[config.mk]
export PLATFORM = sky130hd
export DESIGN_NAME = ulms_core
export DESIGN_NICKNAME = d
export VERILOG_FILES = /design/src/rtl/ulms_pkg.sv /design/src/rtl/ulms_core.sv
export SDC_FILE = /design/constraint.sdc
export NUM_CORES = 2
export LEC_CHECK = 0
export ABC_AREA = 1
export BUFFER_PORTS_ARGS = -buffer_cell sky130_fd_sc_hd__buf_2
export CORE_AREA = 2 2 430 432
export CTS_CLUSTER_SIZE = 14
export DETAILED_ROUTE_END_ITERATION = 10
export DIE_AREA = 0 0 432 434
export HOLD_SLACK_MARGIN = 0.03
export MAX_ROUTING_LAYER = met4
export SLEW_MARGIN = 20
export SYNTH_ARGS = -nofsm -noshare
export SYNTH_HDL_FRONTEND = slang
export SYNTH_SLANG_ARGS = --single-unit
[constraint.sdc]
create_clock -name clk -period 6.3 [get_ports clk]
set_clock_uncertainty 0.05 [all_clocks]
set_input_delay 1.26 -clock clk [delete_from_list [all_inputs] [get_ports clk]]
set_output_delay 1.26 -clock clk [all_outputs]
set_load 0.01 [all_outputs]
[src/rtl/ulms_pkg.sv]
package ulms_pkg;
  // ---------------------------------------------------------------
  // Register offsets on the host register port
  // ---------------------------------------------------------------
  localparam logic [2:0] ADDR_DATA         = 3'h0;
  localparam logic [2:0] ADDR_MODEM_CONTROL = 3'h4;
  localparam logic [2:0] ADDR_LINE_STATUS  = 3'h5;
  localparam logic [2:0] ADDR_MODEM_STATUS = 3'h6;

  // ---------------------------------------------------------------
  // modem_control field positions and reset value
  // ---------------------------------------------------------------
  localparam int MC_DTR   = 0;
  localparam int MC_RTS   = 1;
  localparam int MC_AUX1  = 2;
  localparam int MC_AUX2  = 3;
  localparam int MC_LOOP  = 4;
  localparam int MC_XANY  = 5;
  localparam int MC_IR    = 6;
  localparam int MC_PRESC = 7;
  localparam logic [7:0] MC_RESET = 8'h00;

  // ---------------------------------------------------------------
  // Prescaler and buffer figures
  // ---------------------------------------------------------------
  localparam logic [1:0] PRESC_LAST = 2'h3;
  localparam int FIFO_DEPTH_DEF = 64;

  // Break capture state: one break character per break condition.
  typedef enum logic [0:0] {
    ULMS_BRK_ARMED = 1'b0,
    ULMS_BRK_HELD  = 1'b1
  } ulms_brk_t;
endpackage

[src/rtl/ulms_core.sv]
// What this block does
// [RULE1] Loopback bit set selects local loopback
// [RULE2] Resume-any writable only when enhanced; resumes
// [RULE3] Resume-any stores chars except Xon/Xoff
// [RULE4] Infrared bit routes serial through codec
// [RULE5] Infrared transmit output idles low
// [RULE6] Prescaler bit enhanced-only; divides clock four
// [RULE7] Data ready while receive storage non-empty
// [RULE8] Full FIFO: set overrun, drop character
// [RULE9] Parity flag belongs to head character
// [RULE10] Framing flag belongs to head character
// [RULE11] Break flag; one break char per break
// [RULE12] Holding empty follows transmit storage emptiness
// [RULE13] Transmitter empty when storage and shifter empty
// [RULE14] FIFO error while any stored byte errored
// [RULE15] Delta CTS/DSR/CD flags; interrupt when enabled
// [RULE16] Delta RI only on ringing end
// [RULE17] Auto CTS high stops after current char
// [RULE18] CTS status inverse pin, loopback RTS
// [RULE19] DSR status inverse pin, loopback DTR
// [RULE20] RI status inverse pin, loopback aux one
// [RULE21] CD status inverse pin, loopback aux two
// [RULE22] RTS/DTR bits drive low-active outputs
// [RULE23] Reading modem status clears delta flags
`timescale 1ns/1ps
module ulms_core #(
  parameter int DEPTH = ulms_pkg::FIFO_DEPTH_DEF
) (
  // Clock and reset
  input  wire logic       clk,
  input  wire logic       resetn,
  // Host register port
  input  wire logic [2:0] reg_addr,
  input  wire logic       reg_wr,
  input  wire logic       reg_rd,
  input  wire logic [7:0] reg_wdata,
  output logic      [7:0] reg_rdata,
  // Configuration levels
  input  wire logic       enh_enable,
  input  wire logic       auto_cts_en,
  input  wire logic       sw_flow_en,
  input  wire logic [7:0] xon_char,
  input  wire logic [7:0] xoff_char,
  input  wire logic       msr_int_en,
  input  wire logic       fifo_en,
  // Received characters from the receive shifter
  input  wire logic       rx_char_valid,
  input  wire logic [7:0] rx_char_data,
  input  wire logic       rx_char_perr,
  input  wire logic       rx_char_ferr,
  input  wire logic       rx_char_brk,
  // Transmit characters to the transmit shifter
  output logic            tx_valid,
  output logic      [7:0] tx_data,
  input  wire logic       tx_ready,
  input  wire logic       tx_shift_busy,
  // Serial routing and clock prescale
  input  wire logic       tx_ser,
  input  wire logic       ir_tx_enc,
  input  wire logic       ir_rx_dec,
  input  wire logic       rx_pin,
  output logic            tx_pin,
  output logic            rx_ser,
  output logic            baud_tick,
  // Modem lines and status
  input  wire logic       cts_n,
  input  wire logic       dsr_n,
  input  wire logic       ri_n,
  input  wire logic       cd_n,
  output logic            rts_n,
  output logic            dtr_n,
  output logic            modem_int,
  output logic            tx_halted
);
  localparam int AW = $clog2(DEPTH);
  localparam int CW = $clog2(DEPTH + 1);

  if (DEPTH < 2 || (1 << AW) != DEPTH) begin : g_bad
    $error("DEPTH must be a power of two of at least 2");
  end

  // ---------------------------------------------------------------
  // Register access decode
  // ---------------------------------------------------------------
  logic [7:0] mcr_r;
  logic       wr_data, rd_data, wr_mcr, rd_lsr, rd_msr;
  assign wr_data = reg_wr && reg_addr == ulms_pkg::ADDR_DATA;
  assign rd_data = reg_rd && reg_addr == ulms_pkg::ADDR_DATA;
  assign wr_mcr  = reg_wr && reg_addr == ulms_pkg::ADDR_MODEM_CONTROL;
  assign rd_lsr  = reg_rd && reg_addr == ulms_pkg::ADDR_LINE_STATUS;
  assign rd_msr  = reg_rd && reg_addr == ulms_pkg::ADDR_MODEM_STATUS;

  // Modem control; locked bits keep their value unless enhanced.
  // [RULE2] [RULE6] enhanced write gate
  always_ff @(posedge clk or negedge resetn) begin
    if (!resetn) begin
      mcr_r <= ulms_pkg::MC_RESET;
    end else if (wr_mcr) begin
      mcr_r <= reg_wdata;
      if (!enh_enable) begin
        mcr_r[ulms_pkg::MC_XANY]  <= mcr_r[ulms_pkg::MC_XANY];
        mcr_r[ulms_pkg::MC_PRESC] <= mcr_r[ulms_pkg::MC_PRESC];
      end
    end
  end

  logic       loop_on, ir_on;
  logic [3:0] ms_now;
  // [RULE1] loopback mode select
  assign loop_on = mcr_r[ulms_pkg::MC_LOOP];
  assign ir_on   = mcr_r[ulms_pkg::MC_IR];

  // ---------------------------------------------------------------
  // Serial routing and prescaler
  // ---------------------------------------------------------------
  // Loopback holds the line pin at mark so the far end sees idle.
  // [RULE4] [RULE5] infrared routing and idle
  always_ff @(posedge clk or negedge resetn) begin
    if (!resetn) begin
      tx_pin <= 1'b1;
      rx_ser <= 1'b1;
    end else begin
      if (loop_on) tx_pin <= 1'b1;
      else if (ir_on) tx_pin <= ir_tx_enc & tx_shift_busy;
      else tx_pin <= tx_ser;
      if (loop_on) rx_ser <= tx_ser;
      else if (ir_on) rx_ser <= ir_rx_dec;
      else rx_ser <= rx_pin;
    end
  end
  logic [1:0] presc_r;
  // [RULE6] divide by one or four
  always_ff @(posedge clk or negedge resetn) begin
    if (!resetn) begin
      presc_r   <= 2'h0;
      baud_tick <= 1'b0;
    end else begin
      presc_r   <= presc_r + 2'h1;
      baud_tick <= !mcr_r[ulms_pkg::MC_PRESC] ||
                   presc_r == ulms_pkg::PRESC_LAST;
    end
  end

  // ---------------------------------------------------------------
  // Receive path: filter, break capture, flow halt
  // ---------------------------------------------------------------
  ulms_pkg::ulms_brk_t brk_r;
  logic is_flow, keep_char, sw_halt_r;
  assign is_flow = sw_flow_en &&
                   (rx_char_data == xon_char || rx_char_data == xoff_char);
  // [RULE3] [RULE11] flow chars and repeat breaks dropped
  assign keep_char = rx_char_valid && !is_flow &&
                     !(rx_char_brk && brk_r == ulms_pkg::ULMS_BRK_HELD);
  // A break re-arms only once the line has returned to mark.
  // [RULE11] one break per condition
  always_ff @(posedge clk or negedge resetn) begin
    if (!resetn) begin
      brk_r <= ulms_pkg::ULMS_BRK_ARMED;
    end else begin
      case (brk_r)
        ulms_pkg::ULMS_BRK_ARMED:
          if (rx_char_valid && rx_char_brk) brk_r <= ulms_pkg::ULMS_BRK_HELD;
        ulms_pkg::ULMS_BRK_HELD:
          if (rx_ser) brk_r <= ulms_pkg::ULMS_BRK_ARMED;
        default: brk_r <= ulms_pkg::ULMS_BRK_ARMED;
      endcase
    end
  end
  // Xoff halts; Xon, or any character in resume-any mode, restarts.
  // [RULE2] any character resumes
  always_ff @(posedge clk or negedge resetn) begin
    if (!resetn) begin
      sw_halt_r <= 1'b0;
    end else if (rx_char_valid) begin
      if (sw_flow_en && rx_char_data == xoff_char) sw_halt_r <= 1'b1;
      else if (is_flow || mcr_r[ulms_pkg::MC_XANY]) sw_halt_r <= 1'b0;
    end
  end

  // ---------------------------------------------------------------
  // Receive FIFO with error tags {brk, ferr, perr, data}
  // ---------------------------------------------------------------
  logic [10:0]   rx_mem [DEPTH];
  logic [AW-1:0] rx_wp_r, rx_rp_r;
  logic [CW-1:0] rx_cnt_r, rx_err_r;
  logic          rx_full, rx_pop, rx_push, oe_r, push_err, pop_err;
  logic [10:0]   rx_head;
  // Without FIFO mode a single holding stage is used.
  assign rx_full  = fifo_en ? rx_cnt_r == CW'(DEPTH) : rx_cnt_r != '0;
  assign rx_pop   = rd_data && rx_cnt_r != '0;
  // [RULE8] no push while full, except in a pop cycle
  assign rx_push  = keep_char && (!rx_full || rx_pop);
  assign rx_head  = rx_cnt_r != '0 ? rx_mem[rx_rp_r] : 11'h000;
  assign push_err = rx_char_perr | rx_char_ferr | rx_char_brk;
  assign pop_err  = |rx_head[10:8];

  always_ff @(posedge clk) begin
    if (rx_push) rx_mem[rx_wp_r] <= {rx_char_brk, rx_char_ferr,
                                      rx_char_perr, rx_char_data};
  end
  // Pointers, occupancy and count of errored entries.
  // [RULE14] errored entry count
  always_ff @(posedge clk or negedge resetn) begin
    if (!resetn) begin
      rx_wp_r  <= '0;
      rx_rp_r  <= '0;
      rx_cnt_r <= '0;
      rx_err_r <= '0;
    end else begin
      if (rx_push) rx_wp_r <= rx_wp_r + AW'(1);
      if (rx_pop) rx_rp_r <= rx_rp_r + AW'(1);
      rx_cnt_r <= rx_cnt_r + CW'(rx_push) - CW'(rx_pop);
      rx_err_r <= rx_err_r + CW'(rx_push && push_err) -
                  CW'(rx_pop && pop_err);
    end
  end
  // Overrun is sticky until the line status is read; a new overrun
  // in the read cycle wins so it is never lost.
  // [RULE8] overrun flag
  always_ff @(posedge clk or negedge resetn) begin
    if (!resetn) oe_r <= 1'b0;
    else oe_r <= (oe_r && !rd_lsr) || (keep_char && rx_full && !rx_pop);
  end

  // ---------------------------------------------------------------
  // Transmit FIFO and two-entry output buffer
  // ---------------------------------------------------------------
  logic [7:0]    tx_mem [DEPTH];
  logic [AW-1:0] tx_wp_r, tx_rp_r;
  logic [CW-1:0] tx_cnt_r;
  logic [7:0]    b0_r, b1_r, b0_nxt, b1_nxt;
  logic [1:0]    bv_r, bv_nxt;
  logic          tx_full, tx_push, tx_pop, take, stop;
  assign tx_full = fifo_en ? tx_cnt_r == CW'(DEPTH) : tx_cnt_r != '0;
  assign tx_push = wr_data && !tx_full;
  assign tx_pop  = tx_cnt_r != '0 && !bv_r[1];
  assign take    = tx_valid && tx_ready;
  // [RULE17] CTS high or Xoff stops
  assign stop    = sw_halt_r || (auto_cts_en && !ms_now[0]);
  always_ff @(posedge clk) begin
    if (tx_push) tx_mem[tx_wp_r] <= reg_wdata;
  end

  always_ff @(posedge clk or negedge resetn) begin
    if (!resetn) begin
      tx_wp_r  <= '0;
      tx_rp_r  <= '0;
      tx_cnt_r <= '0;
    end else begin
      if (tx_push) tx_wp_r <= tx_wp_r + AW'(1);
      if (tx_pop) tx_rp_r <= tx_rp_r + AW'(1);
      tx_cnt_r <= tx_cnt_r + CW'(tx_push) - CW'(tx_pop);
    end
  end
  // Shift out on a taken word, then load into the first free slot.
  always_comb begin
    b0_nxt = b0_r;
    b1_nxt = b1_r;
    bv_nxt = bv_r;
    if (take) begin
      b0_nxt = b1_r;
      bv_nxt = {1'b0, bv_r[1]};
    end
    if (tx_pop) begin
      if (!bv_nxt[0]) begin
        b0_nxt    = tx_mem[tx_rp_r];
        bv_nxt[0] = 1'b1;
      end else begin
        b1_nxt    = tx_mem[tx_rp_r];
        bv_nxt[1] = 1'b1;
      end
    end
  end
  // Stop only withholds the next word; one already taken finishes.
  // [RULE17] transmit gating
  always_ff @(posedge clk or negedge resetn) begin
    if (!resetn) begin
      b0_r      <= 8'h00;
      b1_r      <= 8'h00;
      bv_r      <= 2'h0;
      tx_valid  <= 1'b0;
      tx_data   <= 8'h00;
      tx_halted <= 1'b0;
    end else begin
      b0_r      <= b0_nxt;
      b1_r      <= b1_nxt;
      bv_r      <= bv_nxt;
      tx_valid  <= bv_nxt[0] && !stop;
      tx_data   <= b0_nxt;
      tx_halted <= stop;
    end
  end

  // ---------------------------------------------------------------
  // Modem status: levels {cd, ri, dsr, cts} and deltas
  // ---------------------------------------------------------------
  logic [3:0] ms_r, dl_r, dl_set;
  // [RULE18] [RULE19] [RULE20] [RULE21] loopback substitution
  assign ms_now = loop_on ? {mcr_r[ulms_pkg::MC_AUX2],
                             mcr_r[ulms_pkg::MC_AUX1],
                             mcr_r[ulms_pkg::MC_DTR],
                             mcr_r[ulms_pkg::MC_RTS]}
                          : ~{cd_n, ri_n, dsr_n, cts_n};
  // [RULE15] [RULE16] change detection
  assign dl_set = {ms_r[3] ^ ms_now[3], ms_r[2] & ~ms_now[2],
                   ms_r[1] ^ ms_now[1], ms_r[0] ^ ms_now[0]};

  // A change in the read cycle survives the clear.
  // [RULE23] read clears deltas
  always_ff @(posedge clk or negedge resetn) begin
    if (!resetn) begin
      ms_r      <= 4'h0;
      dl_r      <= 4'h0;
      modem_int <= 1'b0;
      rts_n     <= 1'b1;
      dtr_n     <= 1'b1;
    end else begin
      ms_r      <= ms_now;
      dl_r      <= (rd_msr ? 4'h0 : dl_r) | dl_set;
      modem_int <= msr_int_en && |((rd_msr ? 4'h0 : dl_r) | dl_set);
      // [RULE22] low-active modem outputs
      rts_n     <= !mcr_r[ulms_pkg::MC_RTS];
      dtr_n     <= !mcr_r[ulms_pkg::MC_DTR];
    end
  end

  // ---------------------------------------------------------------
  // Read data
  // ---------------------------------------------------------------
  logic [7:0] line_status;
  logic       thre, temt;
  // [RULE12] holding empty
  assign thre = tx_cnt_r == '0;
  // [RULE13] transmitter fully idle
  assign temt = thre && bv_r == 2'h0 && !tx_shift_busy;
  // [RULE7] [RULE9] [RULE10] [RULE14] line status
  assign line_status  = {rx_err_r != '0, temt, thre, rx_head[10], rx_head[9],
                 rx_head[8], oe_r, rx_cnt_r != '0};

  always_ff @(posedge clk or negedge resetn) begin
    if (!resetn) begin
      reg_rdata <= 8'h00;
    end else if (reg_rd) begin
      case (reg_addr)
        ulms_pkg::ADDR_DATA:          reg_rdata <= rx_head[7:0];
        ulms_pkg::ADDR_MODEM_CONTROL: reg_rdata <= mcr_r;
        ulms_pkg::ADDR_LINE_STATUS:   reg_rdata <= line_status;
        ulms_pkg::ADDR_MODEM_STATUS:  reg_rdata <= {ms_r, dl_r};
        default:                      reg_rdata <= 8'h00;
      endcase
    end
  end
endmodule

==> flow_summary.ini <==
[yosys]
ys_async_sr_fraction = 0.0760
yosys_register_bits = 1316
syn_nets = 4785
syn_avg_cell_area_um2 = 11.6
synth_area_leaders = edfxtp_1 67%, nand2_1 6.3%, nor2_1 5.3%
yosys.cell_count.top_type = edfxtp_1
yosys.area.top_type = edfxtp_1
seq_area_frac_synth = 0.717
syn_area_um2 = 54500
synth_edf_count = 1216
synth_top_area_share = 0.671
synth_cell_type_count = 47
synthCells = 4693
ys.warnings.count = 0
synth_common_cells = 1216 x edfxtp_1, 911 x nand2_1, 772 x nor2_1
synth-main-ff-cell = edfxtp_1

[route]
vias = 35713
vias_per_cell = 4.92
drtAntennaViolNets = 0
wirelength_mm = 151
drtPass1Iterations = 5
routedWlPerCell_um = 20.9
drcViolationCount = 0
drtIter0Drc = 4139

[outcome]
status = finished clean

[timing]
timing.fmax_mhz = 202
period_share = 0.787
fin_ws_ns = 1.34
slew_violations = 0
finalSetupViolations = 0
worst-slew-pin-transition_ns = 1.12
rsz0062_at_grt = no
finalSetupTns_ns = 0
min_period_ns = 4.96
hold_violations = 0
timing.slew.headroom = 0.247
holdWs_ns = 0.383

[global_route]
grt_usage = 0.163
grt_overflow = 0
antenna_found_initial = 2
grt_max_degree = 190
first_global_vias = 34602
grt_pass1_wl_mm = 224

[worst_setup_path]
worstSetupPathType = flop to flop
slowest_stage = nand2_1
crit_required_ns = 6.95
crit_top_cell = nor2_1
slowest_delay_ns = 0.77
cp-start-kind = flop
crit_path_end_kind = flop
crit_arrival_ns = 5.61
crit_fanout = 46
path_cells = buf_4 > inv_2 > nand2_1 > buf_4 > a21oi_1 > nor2_1 > nand2_1 > nand3_1 > nand2_1 > nor3_1 > nor2_1 > ha_1 > inv_1 > ha_1 > fa_1 > a21oi_1 > nor2_1 > nor2_1 > nor2_1 > nor2_1 > nor2_1 > nor2_1 > xor2_1

[clock_network]
cts-root-buf = clkbuf_16
cts.htree.levels = 4
ctsHoldBuffers = 0
postCtsSetupBuffers = 0
post_cts_resized = 0
cts_made_buffers = 139
path_clk_slew_ns = 0.06
cts_tree = yes
clkLatencyLatePin_ns = 0.77
clock-sinks = 1316
cts_buffer_depth = 3

[die]
rows = 157
start_util = 0.298
dieHeight_um = 434
die_w_um = 432
core_um2 = 182000
dieArea_um2 = 187000
boundaryPins = 82

[final_layout]
ff_latch_area_um2 = 39000
num-fill-cells = 18017
synthToLayoutAreaGrowth_pct = 13.8
multi_input_area_um2 = 13400
drive_above_1_share = 0.0851
nets = 4853

[power_and_ir_drop]
powerDensity_nw_per_um2 = 435
p_leak_nw = 21.9
vdd_drop_max_uv = 562

[worst_hold_path]
hp-class = flop to flop

[place]
port-buffer-count = 81
place_ws_ns = 1.05
hpwl_mm = 89.4
gp_congestion = 0.892

[job]
drv_cap = 0
==> area by class of cell <==
type / instances / area share
Timing Repair Buffer: 181 / 0.0204
Inverter: 215 / 0.0133
Clock buffer: 191 / 0.0614
Clock inverter: 66 / 0.0102
Tap cell: 2385 / 0.0481
Multi-Input combinational cell: 2908 / 0.217
Sequential cell: 1316 / 0.630
Antenna cell: 2 / 0.0000807
==> through the flow <==
stage	power, W	util	instances	area (um2)
finish	0.0270	0.340	7264	62000
global route	0.0283	0.340	7262	62000
CTS	0.0270	0.340	7262	62000
detailed placement	0.0190	0.315	7005	57500
global placement	0.0189	0.315	7005	57500
floorplan	0.0161	-	4693	54500
==> worst max-delay path: cells and delay by family, from the launching register on <==
kind                       cells  cell delay (ns)
adders and majority gates      3             0.93
buffers and inverters          4             0.96
AOI/OAI and AO/OA              2             0.22
and+or+nand+nor               13             2.23
DFF                            1             0.34
xor gates and xnor gates       1             0.15
==> registers in the layout, indices dropped and copies added (netlist names), 7 cells and up <==
signal,cells
mcr_r,8
b1_r,8
rx_mem,704
tx_mem,512
tx_cnt_r,7
rx_err_r,7
b0_r,8
reg_rdata,8
rx_cnt_r,7
==> power breakdown <==
group / leakage (nW) / switching [W] / internal, W
Clock: 2.15 / 0.00346 / 0.00459
Combinational: 7.67 / 0.00607 / 0.00243
Sequential: 12.1 / 0.000498 / 0.00991
Total: 21.9 / 0.0100 / 0.0169
==> worst paths after layout <==
| kind | startpoint | endpoint | slack, ns | depth (start not counted) |
|---|---|---|---|---|
| max in group asynchronous | resetn | tx_rp_r[0] | 4.51 | 2 |
| worst max-delay path | rx_rp_r[2] | rx_err_r[6] | 1.34 | 23 |
| min in group asynchronous | resetn | mcr_r[6] | 0.40 | 1 |
| worst min-delay path | presc_r[0] | presc_r[0] | 0.38 | 1 |
| worst min register to register | presc_r[0] | presc_r[0] | 0.38 | 1 |
| worst max register to register | rx_rp_r[2] | rx_err_r[6] | 1.34 | 23 |
==> placed cells by master, fill, tap and decap left out, types with 42 or more instances in the layout <==
cell type  instances
inv_1            205
nand2_1          911
buf_2             80
clkbuf_16        142
o211ai_1          84
nand3_1          399
dfrtp_1           92
clkbuf_1          42
edfxtp_1        1216
buf_4             92
a21oi_1           92
o21ai_0          411
o22ai_1           43
nor2_1           762
==> cells by family (layout without fill, tap and decap cells) <==
| kind of cell | Yosys count | in the layout | synth area share |
|---|---|---|---|
| buffers and inverters | 469 | 653 | 0.0373 |
| flip-flops | 1316 | 1316 | 0.717 |
| XOR/XNOR | 46 | 46 | 0.00740 |
| AND/OR/NAND/NOR | 2137 | 2137 | 0.160 |
| other | 0 | 2 | 0 |
| adder cells (fa/ha/maj) | 34 | 34 | 0.00823 |
| AO/OA/AOI/OAI | 688 | 688 | 0.0701 |
| multiplexers | 3 | 3 | 0.000597 |
==> per-layer routing <==
layer  vias up  track usage  part of all wire
li1      16531            -                 -
met1     17659        0.208              0.42
met2      1269        0.261              0.48
met3       254       0.0252             0.062
met4         0       0.0668             0.042
met5         -            -                 0
Power figures use the tool's default switching activity.
